===== config.mk =====
export PLATFORM = sky130hd
export DESIGN_NAME = cbcr_regs
export DESIGN_NICKNAME = d
export VERILOG_FILES = /design/src/rtl/cbcr_pkg.sv /design/src/rtl/cbcr_sync.sv /design/src/rtl/cbcr_rst_filter.sv /design/src/rtl/cbcr_regs.sv
export SDC_FILE = /design/constraint.sdc
export NUM_CORES = 1
export LEC_CHECK = 0
export ABC_AREA = 1
export BUFFER_PORTS_ARGS = -buffer_cell sky130_fd_sc_hd__buf_2
export CAP_MARGIN = 20
export CORE_MARGIN = 3
export CORE_UTILIZATION = 55
export DETAILED_ROUTE_END_ITERATION = 7
export GPL_ROUTABILITY_DRIVEN = 0
export GPL_TIMING_DRIVEN = 0
export PLACE_DENSITY = 0.73
export SLEW_MARGIN = 20
export SYNTH_ARGS = -nofsm -noshare
export SYNTH_HDL_FRONTEND = slang
export SYNTH_SLANG_ARGS = --single-unit

===== constraint.sdc =====
create_clock -name clk -period 1.8 [get_ports clk]
set_input_delay 0.09 -clock clk [delete_from_list [all_inputs] [get_ports clk]]
set_output_delay 0.09 -clock clk [all_outputs]
set_load 0.005 [all_outputs]

===== src/rtl/cbcr_pkg.sv =====
package cbcr_pkg;

    // ************************************************************
    // Channel count and register map
    // ************************************************************
    localparam int          CBCR_NUM_CH        = 4;
    localparam logic [5:0]  CBCR_ADDR_UPPER    = 6'h36;
    localparam logic [7:0]  CBCR_OFF_POLARITY  = 8'h00;
    localparam logic [7:0]  CBCR_OFF_DECODE    = 8'h01;
    localparam logic [7:0]  CBCR_OFF_PRIORITY  = 8'h02;
    localparam logic [7:0]  CBCR_OFF_DRIVE     = 8'h03;

    // ************************************************************
    // Power-up values
    // ************************************************************
    localparam logic [7:0]  CBCR_RST_POLARITY  = 8'h9F;
    localparam logic [7:0]  CBCR_RST_DECODE    = 8'hF0;
    localparam logic [7:0]  CBCR_RST_PRIORITY  = 8'h09;
    localparam logic [7:0]  CBCR_RST_DRIVE     = 8'h00;

    // ************************************************************
    // Writable bits and bits set by the reset pin
    // ************************************************************
    localparam logic [7:0]  CBCR_WMASK_POLARITY = 8'hFF;
    localparam logic [7:0]  CBCR_WMASK_DECODE   = 8'hFC;
    localparam logic [7:0]  CBCR_WMASK_PRIORITY = 8'hFF;
    localparam logic [7:0]  CBCR_WMASK_DRIVE    = 8'hF0;
    localparam logic [7:0]  CBCR_PIN_SET_POLARITY = 8'h90;
    localparam logic [7:0]  CBCR_PIN_SET_PRIORITY = 8'h09;

    // ************************************************************
    // Field positions
    // ************************************************************
    localparam int          CBCR_INTREQ_LSB    = 4;
    localparam int          CBCR_POL_LSB       = 0;
    localparam int          CBCR_DECSEL_LSB    = 4;
    localparam int          CBCR_OUTTYPE_HI    = 3;
    localparam int          CBCR_OUTTYPE_LO    = 2;
    localparam int          CBCR_OVERRIDE_HI   = 7;
    localparam int          CBCR_OVERRIDE_LO   = 6;
    localparam int          CBCR_REGMODE_HI    = 5;
    localparam int          CBCR_REGMODE_LO    = 4;
    localparam int          CBCR_SRCSEL_LSB    = 0;
    localparam int          CBCR_DRIVE_LSB     = 4;

    // ************************************************************
    // Timing
    // ************************************************************
    localparam int          CBCR_CLK_PERIOD_NS = 20;
    localparam int          CBCR_RST_FILTER_NS = 500;
    // Strictly longer than the filter time, so one cycle beyond it.
    localparam int          CBCR_RST_FILTER_CYCLES =
        (CBCR_RST_FILTER_NS + CBCR_CLK_PERIOD_NS) / CBCR_CLK_PERIOD_NS;

    // ************************************************************
    // Serial slave states
    // ************************************************************
    typedef enum logic [3:0] {
        CBCR_IDLE,
        CBCR_ADDR,
        CBCR_ACK_ADDR,
        CBCR_OFFSET,
        CBCR_ACK_OFFSET,
        CBCR_WDATA,
        CBCR_ACK_WDATA,
        CBCR_RDATA,
        CBCR_RACK
    } cbcr_state_type;

endpackage


===== src/rtl/cbcr_sync.sv =====
`timescale 1ns/1ps

module cbcr_sync #(
    parameter int                WIDTH     = 1,
    parameter logic [WIDTH-1:0]  RESET_VAL = '0
) (
    input  wire logic             clk,
    input  wire logic             rst,
    input  wire logic [WIDTH-1:0] async_in,
    output logic      [WIDTH-1:0] sync_out
);

    logic [WIDTH-1:0] meta_q;

    always_ff @(posedge clk) begin
        if (rst) begin
            meta_q   <= RESET_VAL;
            sync_out <= RESET_VAL;
        end else begin
            meta_q   <= async_in;
            sync_out <= meta_q;
        end
    end

endmodule // cbcr_sync


===== src/rtl/cbcr_rst_filter.sv =====
`timescale 1ns/1ps

module cbcr_rst_filter
    import cbcr_pkg::*;
#(
    parameter int FILTER_CYCLES = CBCR_RST_FILTER_CYCLES
) (
    input  wire logic clk,
    input  wire logic rst,
    input  wire logic level_n,
    output logic      reset_pulse
);

    localparam int CW = $clog2(FILTER_CYCLES + 1);
    localparam logic [CW-1:0] LAST = CW'(FILTER_CYCLES);

    logic [CW-1:0] low_cnt_q;

    // Spikes shorter than the filter time never reach the count.
    always_ff @(posedge clk) begin
        if (rst || level_n) begin
            low_cnt_q <= '0;
        end else if (low_cnt_q != LAST) begin
            low_cnt_q <= low_cnt_q + CW'(1);
        end
    end

    // One pulse per low period, however long it lasts.
    always_ff @(posedge clk) begin
        if (rst) begin
            reset_pulse <= 1'b0;
        end else begin
            reset_pulse <= !level_n && (low_cnt_q == LAST - CW'(1));
        end
    end

endmodule // cbcr_rst_filter


===== src/rtl/cbcr_regs.sv =====
`timescale 1ns/1ps

// Summary of operation
// - Serial slave only, fast mode, 7-bit address.
// - Works with slower bus participants too.
// - Single byte reads and writes only.
// - Written byte takes effect immediately.
// - Address 110110 plus select pin bit.
// - Bytes shift most significant bit first.
// - Source bit chooses pin or internal request.
// - Polarity bits set request active level.
// - Select bits include requests in decoding.
// - Output type: wired-OR, wired-AND, push-pull.
// - Override forces master request low or high.
// - Regulator on, off, or decoder controlled.
// - Drive strength bits per output.
// - Reset pin sets channel one/four bits.
// - Power-up restores every default value.
// - Reset pin needs over 500 ns low.

module cbcr_regs
    import cbcr_pkg::*;
#(
    parameter int NUM_CH        = CBCR_NUM_CH,
    parameter int FILTER_CYCLES = CBCR_RST_FILTER_CYCLES
) (
    input  wire logic              clk,
    input  wire logic              rst,
    input  wire logic              serial_clock_line,
    input  wire logic              serial_data_line_i,
    output logic                   serial_data_line_o,
    output logic                   serial_data_line_oe,
    input  wire logic              address_select_input,
    input  wire logic              config_reset_n,
    input  wire logic [NUM_CH-1:0] clock_request_input,
    output logic      [NUM_CH-1:0] buffered_clock_enable,
    output logic      [NUM_CH-1:0] drive_strength,
    output logic                   voltage_regulator_enable,
    output logic                   master_request_o,
    output logic                   master_request_oe
);

    // ************************************************************
    // Pin synchronisation
    // ************************************************************
    localparam int SW = NUM_CH + 4;
    localparam logic [SW-1:0] SYNC_RST = {3'b111, 1'b0, {NUM_CH{1'b0}}};

    logic [SW-1:0]     pins_s;
    logic              scl_s;
    logic              sda_s;
    logic              addr_sel_s;
    logic              cfg_rst_n_s;
    logic [NUM_CH-1:0] req_s;
    logic              pin_reset_pulse;

    cbcr_sync #(
        .WIDTH     (SW),
        .RESET_VAL (SYNC_RST)
    ) u_sync (
        .clk      (clk),
        .rst      (rst),
        .async_in ({config_reset_n, serial_clock_line, serial_data_line_i,
                    address_select_input, clock_request_input}),
        .sync_out (pins_s)
    );

    assign cfg_rst_n_s = pins_s[SW-1];
    assign scl_s       = pins_s[SW-2];
    assign sda_s       = pins_s[SW-3];
    assign addr_sel_s  = pins_s[SW-4];
    assign req_s       = pins_s[NUM_CH-1:0];

    cbcr_rst_filter #(
        .FILTER_CYCLES (FILTER_CYCLES)
    ) u_rst_filter (
        .clk         (clk),
        .rst         (rst),
        .level_n     (cfg_rst_n_s),
        .reset_pulse (pin_reset_pulse)
    );

    // ************************************************************
    // Bus events
    // ************************************************************
    logic scl_prev_q;
    logic sda_prev_q;
    logic scl_rise;
    logic scl_fall;
    logic bus_start;
    logic bus_stop;

    always_ff @(posedge clk) begin
        if (rst) begin
            scl_prev_q <= 1'b1;
            sda_prev_q <= 1'b1;
        end else begin
            scl_prev_q <= scl_s;
            sda_prev_q <= sda_s;
        end
    end

    // Edges are found by sampling, so any bus speed up to the fast
    // mode is followed without knowing the rate in advance.
    assign scl_rise  = scl_s && !scl_prev_q;
    assign scl_fall  = !scl_s && scl_prev_q;
    assign bus_start = scl_s && scl_prev_q && sda_prev_q && !sda_s;
    assign bus_stop  = scl_s && scl_prev_q && !sda_prev_q && sda_s;

    // ************************************************************
    // Register file helpers
    // ************************************************************
    logic [7:0] polarity_q;
    logic [7:0] decode_q;
    logic [7:0] priority_q;
    logic [7:0] drive_q;

    function automatic logic [7:0] write_mask(input logic [7:0] off);
        unique case (off)
            CBCR_OFF_POLARITY: write_mask = CBCR_WMASK_POLARITY;
            CBCR_OFF_DECODE:   write_mask = CBCR_WMASK_DECODE;
            CBCR_OFF_PRIORITY: write_mask = CBCR_WMASK_PRIORITY;
            CBCR_OFF_DRIVE:    write_mask = CBCR_WMASK_DRIVE;
            default:           write_mask = 8'h00;
        endcase
    endfunction

    function automatic logic [7:0] read_reg(input logic [7:0] off,
        input logic [7:0] r0, r1, r2, r3);
        unique case (off)
            CBCR_OFF_POLARITY: read_reg = r0;
            CBCR_OFF_DECODE:   read_reg = r1;
            CBCR_OFF_PRIORITY: read_reg = r2;
            CBCR_OFF_DRIVE:    read_reg = r3;
            default:           read_reg = 8'h00;
        endcase
    endfunction

    // ************************************************************
    // Serial slave
    // ************************************************************
    cbcr_state_type state_q;
    logic [7:0]     shift_q;
    logic [2:0]     bit_cnt_q;
    logic [7:0]     offset_q;
    logic           ack_q;
    logic           ack_phase_q;
    logic           rw_q;
    logic           wr_en_q;
    logic [7:0]     wr_data_q;
    logic [7:0]     full_byte;
    logic [7:0]     rd_byte;

    assign full_byte = {shift_q[6:0], sda_s};
    assign rd_byte   = read_reg(offset_q, polarity_q, decode_q,
                                priority_q, drive_q);

    // The line is only ever pulled low; a one is a released line.
    assign serial_data_line_o = 1'b0;

    always_ff @(posedge clk) begin
        if (rst) begin
            state_q             <= CBCR_IDLE;
            shift_q             <= 8'h00;
            bit_cnt_q           <= 3'h0;
            offset_q            <= 8'h00;
            ack_q               <= 1'b0;
            ack_phase_q         <= 1'b0;
            rw_q                <= 1'b0;
            wr_en_q             <= 1'b0;
            wr_data_q           <= 8'h00;
            serial_data_line_oe <= 1'b0;
        end else begin
            wr_en_q <= 1'b0;
            if (bus_start) begin
                state_q             <= CBCR_ADDR;
                bit_cnt_q           <= 3'h0;
                ack_phase_q         <= 1'b0;
                serial_data_line_oe <= 1'b0;
            end else if (bus_stop) begin
                state_q             <= CBCR_IDLE;
                serial_data_line_oe <= 1'b0;
            end else begin
                unique case (state_q)
                    CBCR_IDLE: serial_data_line_oe <= 1'b0;
                    CBCR_ADDR, CBCR_OFFSET, CBCR_WDATA: begin
                        if (scl_rise) begin
                            shift_q   <= full_byte;
                            bit_cnt_q <= bit_cnt_q + 3'h1;
                            if (bit_cnt_q == 3'h7) begin
                                ack_q <= 1'b1;
                                if (state_q == CBCR_ADDR) begin
                                    // Master codes and other slaves
                                    // get no answer.
                                    ack_q   <= full_byte[7:1] ==
                                        {CBCR_ADDR_UPPER, addr_sel_s};
                                    rw_q    <= full_byte[0];
                                    state_q <= CBCR_ACK_ADDR;
                                end else if (state_q == CBCR_OFFSET) begin
                                    offset_q <= full_byte;
                                    state_q  <= CBCR_ACK_OFFSET;
                                end else begin
                                    wr_en_q   <= 1'b1;
                                    wr_data_q <= full_byte;
                                    state_q   <= CBCR_ACK_WDATA;
                                end
                            end
                        end
                    end
                    CBCR_ACK_ADDR, CBCR_ACK_OFFSET, CBCR_ACK_WDATA: begin
                        if (scl_fall && !ack_phase_q) begin
                            serial_data_line_oe <= ack_q;
                            ack_phase_q         <= 1'b1;
                        end else if (scl_fall) begin
                            ack_phase_q         <= 1'b0;
                            serial_data_line_oe <= 1'b0;
                            bit_cnt_q           <= 3'h0;
                            if (!ack_q) begin
                                state_q <= CBCR_IDLE;
                            end else if (state_q == CBCR_ACK_ADDR && rw_q) begin
                                serial_data_line_oe <= !rd_byte[7];
                                shift_q             <= {rd_byte[6:0], 1'b0};
                                state_q             <= CBCR_RDATA;
                            end else if (state_q == CBCR_ACK_ADDR) begin
                                state_q <= CBCR_OFFSET;
                            end else if (state_q == CBCR_ACK_OFFSET) begin
                                state_q <= CBCR_WDATA;
                            end else begin
                                // A second data byte is left unanswered.
                                state_q <= CBCR_IDLE;
                            end
                        end
                    end
                    CBCR_RDATA: begin
                        if (scl_rise) begin
                            bit_cnt_q <= bit_cnt_q + 3'h1;
                            if (bit_cnt_q == 3'h7) begin
                                state_q <= CBCR_RACK;
                            end
                        end else if (scl_fall) begin
                            serial_data_line_oe <= !shift_q[7];
                            shift_q             <= {shift_q[6:0], 1'b0};
                        end
                    end
                    CBCR_RACK: begin
                        if (scl_fall) begin
                            serial_data_line_oe <= 1'b0;
                        end else if (scl_rise) begin
                            bit_cnt_q <= 3'h0;
                            if (sda_s) begin
                                state_q <= CBCR_IDLE;
                            end else begin
                                // A master that acks gets the same
                                // register again, never the next one.
                                shift_q <= rd_byte;
                                state_q <= CBCR_RDATA;
                            end
                        end
                    end
                endcase
            end
        end
    end

    // ************************************************************
    // Configuration registers
    // ************************************************************
    // Offsets above three are accepted on the bus but store nothing,
    // so a stray write cannot disturb the outputs.
    always_ff @(posedge clk) begin
        if (rst) begin
            polarity_q <= CBCR_RST_POLARITY;
            decode_q   <= CBCR_RST_DECODE;
            priority_q <= CBCR_RST_PRIORITY;
            drive_q    <= CBCR_RST_DRIVE;
        end else begin
            if (wr_en_q) begin
                unique case (offset_q)
                    CBCR_OFF_POLARITY: polarity_q <=
                        wr_data_q & write_mask(offset_q);
                    CBCR_OFF_DECODE:   decode_q   <=
                        wr_data_q & write_mask(offset_q);
                    CBCR_OFF_PRIORITY: priority_q <=
                        wr_data_q & write_mask(offset_q);
                    CBCR_OFF_DRIVE:    drive_q    <=
                        wr_data_q & write_mask(offset_q);
                    default: ;
                endcase
            end
            if (pin_reset_pulse) begin
                polarity_q <= (wr_en_q && offset_q == CBCR_OFF_POLARITY ?
                    wr_data_q : polarity_q) | CBCR_PIN_SET_POLARITY;
                priority_q <= (wr_en_q && offset_q == CBCR_OFF_PRIORITY ?
                    wr_data_q : priority_q) | CBCR_PIN_SET_PRIORITY;
            end
        end
    end

    // ************************************************************
    // Request decoding and outputs
    // ************************************************************
    logic [NUM_CH-1:0] req_active;
    logic [NUM_CH-1:0] chan_enable;
    logic              decoded_req;
    logic              master_req_level;
    logic [1:0]        out_type;
    logic [1:0]        override;
    logic [1:0]        reg_mode;

    assign out_type = {decode_q[CBCR_OUTTYPE_HI], decode_q[CBCR_OUTTYPE_LO]};
    assign override = priority_q[CBCR_OVERRIDE_HI:CBCR_OVERRIDE_LO];
    assign reg_mode = priority_q[CBCR_REGMODE_HI:CBCR_REGMODE_LO];

    always_comb begin
        for (int i = 0; i < NUM_CH; i++) begin
            req_active[i]  = req_s[i] ~^ polarity_q[CBCR_POL_LSB + i];
            chan_enable[i] = priority_q[CBCR_SRCSEL_LSB + i] ?
                polarity_q[CBCR_INTREQ_LSB + i] : req_active[i];
        end
    end

    assign decoded_req = |(req_active &
        decode_q[CBCR_DECSEL_LSB +: NUM_CH]);
    assign master_req_level = override[1] ? override[0] : decoded_req;

    always_ff @(posedge clk) begin
        if (rst) begin
            buffered_clock_enable <= '0;
            drive_strength        <= '0;
        end else begin
            buffered_clock_enable <= chan_enable;
            drive_strength        <= drive_q[CBCR_DRIVE_LSB +: NUM_CH];
        end
    end

    always_ff @(posedge clk) begin
        if (rst) begin
            voltage_regulator_enable <= 1'b1;
        end else begin
            unique case (reg_mode)
                2'h0:    voltage_regulator_enable <= 1'b1;
                2'h1:    voltage_regulator_enable <= 1'b0;
                default: voltage_regulator_enable <= decoded_req;
            endcase
        end
    end

    // Wired-OR drives only the asserting level and wired-AND only the
    // idle level, releasing the other, so devices can share the request line.
    always_ff @(posedge clk) begin
        if (rst) begin
            master_request_o  <= 1'b0;
            master_request_oe <= 1'b0;
        end else begin
            unique case (out_type)
                2'h0:    {master_request_o, master_request_oe} <=
                             {1'b1, master_req_level};
                2'h1:    {master_request_o, master_request_oe} <=
                             {1'b0, !master_req_level};
                default: {master_request_o, master_request_oe} <=
                             {master_req_level, 1'b1};
            endcase
        end
    end

endmodule // cbcr_regs


=== Word level (Yosys, flattened, before mapping) ===
Cells that the tools add are included.

* Register bits: 103
* Bits of input ports: 10
* Output and inout port bits: 13
* Logic and storage cells: 222

* $add $sub $neg: 2
* Equal/unequal tests: 43
* Muxes and demuxes: 75
* Bitwise operators: 16
* Reductions and logical operators: 58

{| class="wikitable"
|+ Operator list
! cell !! number
|-
| $mux 8 || 26
|-
| $pmux 8 s4 || 2
|-
| $mux 3 || 11
|-
| $and 8x8->8 || 4
|-
| $mux 4 || 8
|-
| $ne 2x2->1 const B || 16
|-
| $ne 4x4->1 const B || 8
|-
| $mux 7 || 4
|-
| $reduce_and 7->1 || 3
|-
| $reduce_and 9->1 || 2
|-
| $mux 1 || 17
|-
| $eq 4x3->1 const B || 4
|-
| $eq 8x2->1 const B || 2
|-
| $pmux 4 s4 || 1
|-
| $reduce_and 13->1 || 1
|-
| $logic_and 1x1->1 || 12
|-
| $reduce_and 5->1 || 2
|-
| $logic_not 1->1 || 9
|-
| $pmux 3 s3 || 1
|-
| $reduce_and 3->1 || 3
|-
| $reduce_or 3->1 || 3
|-
| $eq 4x2->1 const B || 2
|-
| $eq 8x1->1 const B || 1
|-
| $logic_not 8->1 || 1
|-
| 29 further kinds || 51
|}

=== Longest topological paths before layout ===
* Depth after elaboration: 10
* Gate-level depth with buffers: 13
* Gate-level depth less buffers: 11

=== Hierarchy ===
From an unflattened synthesis, not the netlist that was laid out.

* Cells, all modules: 638
* Area total of the unflattened synthesis: 4439.3 µm²

{| class="wikitable"
|+ Modules (own cells, without submodules)
! module !! times used !! cells an instance !! area each (µm²) !! seq. area each (µm²)
|-
| cbcr_regs || 1 || 550 || 3689.8 || 1501.4
|-
| cbcr_sync || 1 || 50 || 455.4 || 320.3
|-
| cbcr_rst_filter || 1 || 38 || 294.0 || 120.1
|}

=== Least setup slack after synthesis ===
No wires, ideal clock.

* Path type: register to register
* Start point: reg state_q[2]
* End point: reg shift_q[0]
* Library setup time: 0.113 ns
* Arrival: 1.397 ns
* Data required time: 1.687 ns
* Slack: 0.290 ns
* Stages on the path, launching flop included: 11
* Buffers on the path: 1
* Clock period less this slack: 1.510 ns
* Path through: dfxtp_1 -> inv_1 -> nor3_1 -> inv_1 -> nor2_1 -> nor2_1 -> nand3_2 -> buf_6 -> nand2_1 -> nand2_1 -> nor2_1

* Longest elaborated chain between the ends: 4
* Elaborated cells between the ends (all ways): 24
* Classes of those cells: 18 x eq/ne; 1 x mux; 5 x reduce/logical

{| class="wikitable"
|+ Ends and longest elaborated chain
! what !! line !! text
|-
| start, declared || cbcr_regs.sv:142 || <nowiki>cbcr_state_type state_q;</nowiki>
|-
| start signal, assigned || cbcr_regs.sv:163 || <nowiki>state_q <= CBCR_IDLE;</nowiki>
|-
| start signal, assigned || cbcr_regs.sv:176 || <nowiki>state_q <= CBCR_ADDR;</nowiki>
|-
| start signal, assigned || cbcr_regs.sv:181 || <nowiki>state_q <= CBCR_IDLE;</nowiki>
|-
| $eq 4x2->1, or another cell as far along || cbcr_regs.sv:184, cbcr_regs.sv:220 ||
|-
| $reduce_or 3->1 or $logic_and 1x1->1 (tied branches) || cbcr_regs.sv:184, cbcr_regs.sv:220 ||
|-
| $ne 2x2->1 (no line) or $reduce_bool 4->1 (tied branches) || -- ||
|-
| $reduce_and 13->1 (no line) || -- ||
|-
| end signal, assigned || cbcr_regs.sv:188 || <nowiki>shift_q <= full_byte;</nowiki>
|-
| end signal, assigned || cbcr_regs.sv:222 || <nowiki>shift_q <= {rd_byte[6:0], 1'b0};</nowiki>
|-
| end signal, assigned || cbcr_regs.sv:242 || <nowiki>shift_q <= {shift_q[6:0], 1'b0};</nowiki>
|-
| end, declared || cbcr_regs.sv:143 || <nowiki>logic [7:0] shift_q;</nowiki>
|}

Several ways; a longest one is shown, not always the timed one.
A chain may end at the register's enable or synchronous reset.

=== Final worst setup path ===
* Start point: reg state_q[3]
* End point: reg state_q[2]

* Longest elaborated chain between the ends: 8
* Elaborated cells between the ends (all ways): 31
* Classes of those cells: 16 x eq/ne; 10 x mux; 5 x reduce/logical

{| class="wikitable"
|+ Ends and longest elaborated chain
! what !! line !! text
|-
| $eq 4x3->1 || cbcr_regs.sv:184, cbcr_regs.sv:226 ||
|-
| $mux 3 || cbcr_regs.sv:226 || <nowiki>end else if (state_q == CBCR_ACK_OFFSET) begin</nowiki>
|-
| $mux 3 || cbcr_regs.sv:224 || <nowiki>end else if (state_q == CBCR_ACK_ADDR) begin</nowiki>
|-
| $mux 3 || cbcr_regs.sv:220 || <nowiki>end else if (state_q == CBCR_ACK_ADDR && rw_q) begin</nowiki>
|-
| $mux 3 || cbcr_regs.sv:218 || <nowiki>if (!ack_q) begin</nowiki>
|-
| $mux 4 || cbcr_regs.sv:214 || <nowiki>end else if (scl_fall) begin</nowiki>
|-
| $mux 4 || cbcr_regs.sv:211 || <nowiki>if (scl_fall && !ack_phase_q) begin</nowiki>
|-
| $pmux 4 s4 || cbcr_regs.sv:184 || <nowiki>unique case (state_q)</nowiki>
|}

Several ways; a longest one is shown, not always the timed one. The select of a mux whose other input is x is not followed.

==> impl_metrics.json <==
{
  "yosysMostFrequentCell": "nand2_1",
  "numCtsBuffers": 9,
  "crit_buf_inv": 3,
  "min_path_type": "input port to register",
  "synth-adder-area-share_pct": 1.45,
  "synth.area.top_cells": "dfxtp_1 (45%), nand2_1 (11%), nor2_1 (7.5%)",
  "synth_enable_flop_cells": 0,
  "grt_max_degree": 18,
  "synth_warnings": 0,
  "ys_async_sr_fraction_pct": 0,
  "clock_sinks": 97,
  "ioPinCount": 23,
  "clockRootBuffer": "clkbuf_8",
  "syn_inst": 604,
  "fin_util_pct": 66.3,
  "switching_share_pct": 33.5,
  "synth_top_area_share_pct": 45.0,
  "syn_to_final_growth_pct": 14.5,
  "antenna_found_initial": 0,
  "die-area_mm2": 0.00895,
  "routed_via_density": 5.37,
  "p_switching_uw": 1640,
  "path_class": "register to register",
  "wire_per_inst_um": 14.2,
  "initial_utilization_pct": 57.9,
  "synth_xor_xnor_area_share_pct": 0.812,
  "syn_nets": 619,
  "comb_power_share_pct": 25.1,
  "chipWidth_um": 94.6,
  "path_cells": "inv_2, nand3_2, nand2_2, inv_1, nor2_4, nor2_4, buf_4, nand3_4, nor3_1, nor2_1",
  "finalNonFillerCells": 753,
  "final_nets": 664,
  "setup_tns_ns": 0,
  "drt-total-wl_um": 10700,
  "clkSlewWorstSetupHoldPaths_ns": 0.10,
  "ant_nets": 0,
  "grt_pass1_wl_um": 18000,
  "hold_viol_final": 0,
  "cts.htree.levels": 3,
  "p_seq_share_pct": 47.6,
  "synthSimpleGateAreaFrac_pct": 29.4,
  "status": "complete, no violations",
  "cts_max_path_buffers": 2,
  "cts_tree": "yes",
  "slew_headroom_pct": 56.6,
  "worst_pin_slew_ns": 0.652,
  "slew_viol_final": 0,
  "clkPwrFrac_pct": 27.3,
  "pre_cts_slack_ns": -0.0622,
  "ys_types": 34,
  "path_common_cell": "nor2_4",
  "crit_required_ns": 2.07,
  "setup-violations-final": 0,
  "drv_cap": 0,
  "skew_ns": 0.00969,
  "powerDensity_mw_per_mm2": 991,
  "num_rows": 31,
  "dp.final_hpwl_um": 7720,
  "fmax_ghz": 0.581,
  "post-route-period-util_pct": 95.7,
  "dr.pass1.iters": 5,
  "cp_slowest_cell": "dfxtp_4",
  "synth_area_per_cell_um2": 7.14,
  "worst_setup_path_end_kind": "register",
  "overflow": 0,
  "setup_slack_ns": 0.0783,
  "cp_top_family": "simple AND/OR/NAND/NOR gates",
  "synth-seq-area-share_pct": 45.0,
  "cellLeakagePower_uw": 0.00227,
  "grtUsageTotal_pct": 25.9,
  "syn-cell-area_mm2": 0.00432,
  "io_buffer_count": 20,
  "synthTopCellsByCount": "nand2_1 (127), dfxtp_1 (97), nor2_1 (86), inv_1 (74), o21ai_0 (48)",
  "antennaDiodeCount": 0,
  "drt_iter0_drc": 308,
  "grt_pass1_vias": 3710,
  "final_layout_size_suffix_gt1_share_pct": 14.7,
  "p_int_uw": 3260,
  "cpPeakStageDelay_ns": 0.42,
  "vias": 4047,
  "min_period_ns": 1.72,
  "worstPathArrival_ns": 1.99,
  "synth_top_family_by_area": "simple AND/OR/NAND/NOR gates",
  "ys_seq_elements": 97,
  "drcViolationCount": 0,
  "die_h_um": 94.6,
  "start_kind": "register",
  "synth_ff_type": "dfxtp_1",
  "coreArea_mm2": 0.00745,
  "ir_drop_uv": 643,
  "synth_compound_area_share_pct": 14.1,
  "synth_largest_area_cell": "dfxtp_1",
  "numPlacedInstances": 723,
  "synth.area.mux_share_pct": 0,
  "clk_latency_ns": 0.38,
  "crit_fanout": 7
}
area by class of cell:
class                           count  area [um^2]
Inverter                           76          292
Timing Repair Buffer               34          225
Clock buffer                       10          128
Multi-Input combinational cell    412         2060
Tap cell                           99          124
Fill cell                         664         2510
Sequential cell                    97         1950
Clock inverter                      6         47.5
Buffer                             19          116
through the flow:
stage	hold slack (ns)	total power, uW	cell area (um^2)
finish	0.181	4900	4940
global route	0.242	5190	4940
CTS	0.191	4740	4810
detailed placement	0.277	3410	4540
global placement	0.273	3390	4540
floorplan	0.194	3180	4320
state kept, by name (all words and copies together) (netlist names), 3 cells and up:
signal,flops
decode_q,6
u_rst_filter.low_cnt_q,5
drive_q,4
buffered_clock_enable,4
bit_cnt_q,3
u_sync.sync_out,8
shift_q,8
offset_q,8
state_q,4
priority_q,8
polarity_q,8
wr_data_q,8
drive_strength,4
u_sync.meta_q,8
path summary, 6_finish.rpt:
| path | to | cells after the start | from | slack (ns) |
|---|---|---|---|---|
| setup reg to reg | state_q[2] | 10 | state_q[3] | 0.08 |
| setup / recovery | state_q[2] | 10 | state_q[3] | 0.08 |
| hold reg to reg | u_sync.sync_out[2] | 2 | u_sync.meta_q[2] | 0.41 |
| hold / removal | u_sync.meta_q[5] | 2 | rst | 0.18 |
layout by cell type, fill, tap and decap left out, types with 3 or more instances in the layout:
cell and n:
nor2_2 4, inv_2 3, nand3_2 3, dlygate4sd3_1 8, or2_2 9, a211oi_1 7, nand4_1 10, nor2_1 81
nor2_4 8, clkbuf_8 10, inv_6 3, inv_1 71, buf_2 21, xnor2_1 4, dfxtp_1 93, a21oi_1 37
nand2_2 6, nand3_1 38, clkbuf_1 9, ha_1 5, buf_4 8, nand2_1 125, o211ai_1 14, clkbuf_2 3
o21ai_0 47
what timing repair did:
action,CTS,global route
setup buffers,0,6
pin swaps,0,2
hold buffers,8,0
gates resized for setup,3,37
setup endpoints to repair,17,52
hold endpoints to repair,8,0
cloned,0,0
cells by family (layout without fill, tap and decap cells):
family / after synthesis / in the layout
adder cells (fa/ha/maj): 5 / 5
XOR/XNOR: 4 / 4
other: 1 / 1
AND/OR/NAND/NOR: 292 / 292
AO/OA/AOI/OAI: 110 / 110
buffers and inverters: 95 / 145
flip-flops: 97 / 97
layer usage:
metal	vias to the layer above	track usage, %	part of all wire, %
met1	1836	35.0	46
li1	2040	-	-
met3	26	5.34	6.7
met4	0	9.86	2.5
met5	-	0	0
met2	145	40.8	45
power groups by stage:
stage	clock network, uW	registers, uW	logic (uW)
global route	1440	2340	1410
CTS	1360	2320	1060
floorplan	0	2350	833
detailed placement	0	2370	1040
finish	1340	2330	1230
global placement	0	2370	1020
No activity file was read; power rests on OpenSTA's default activity.
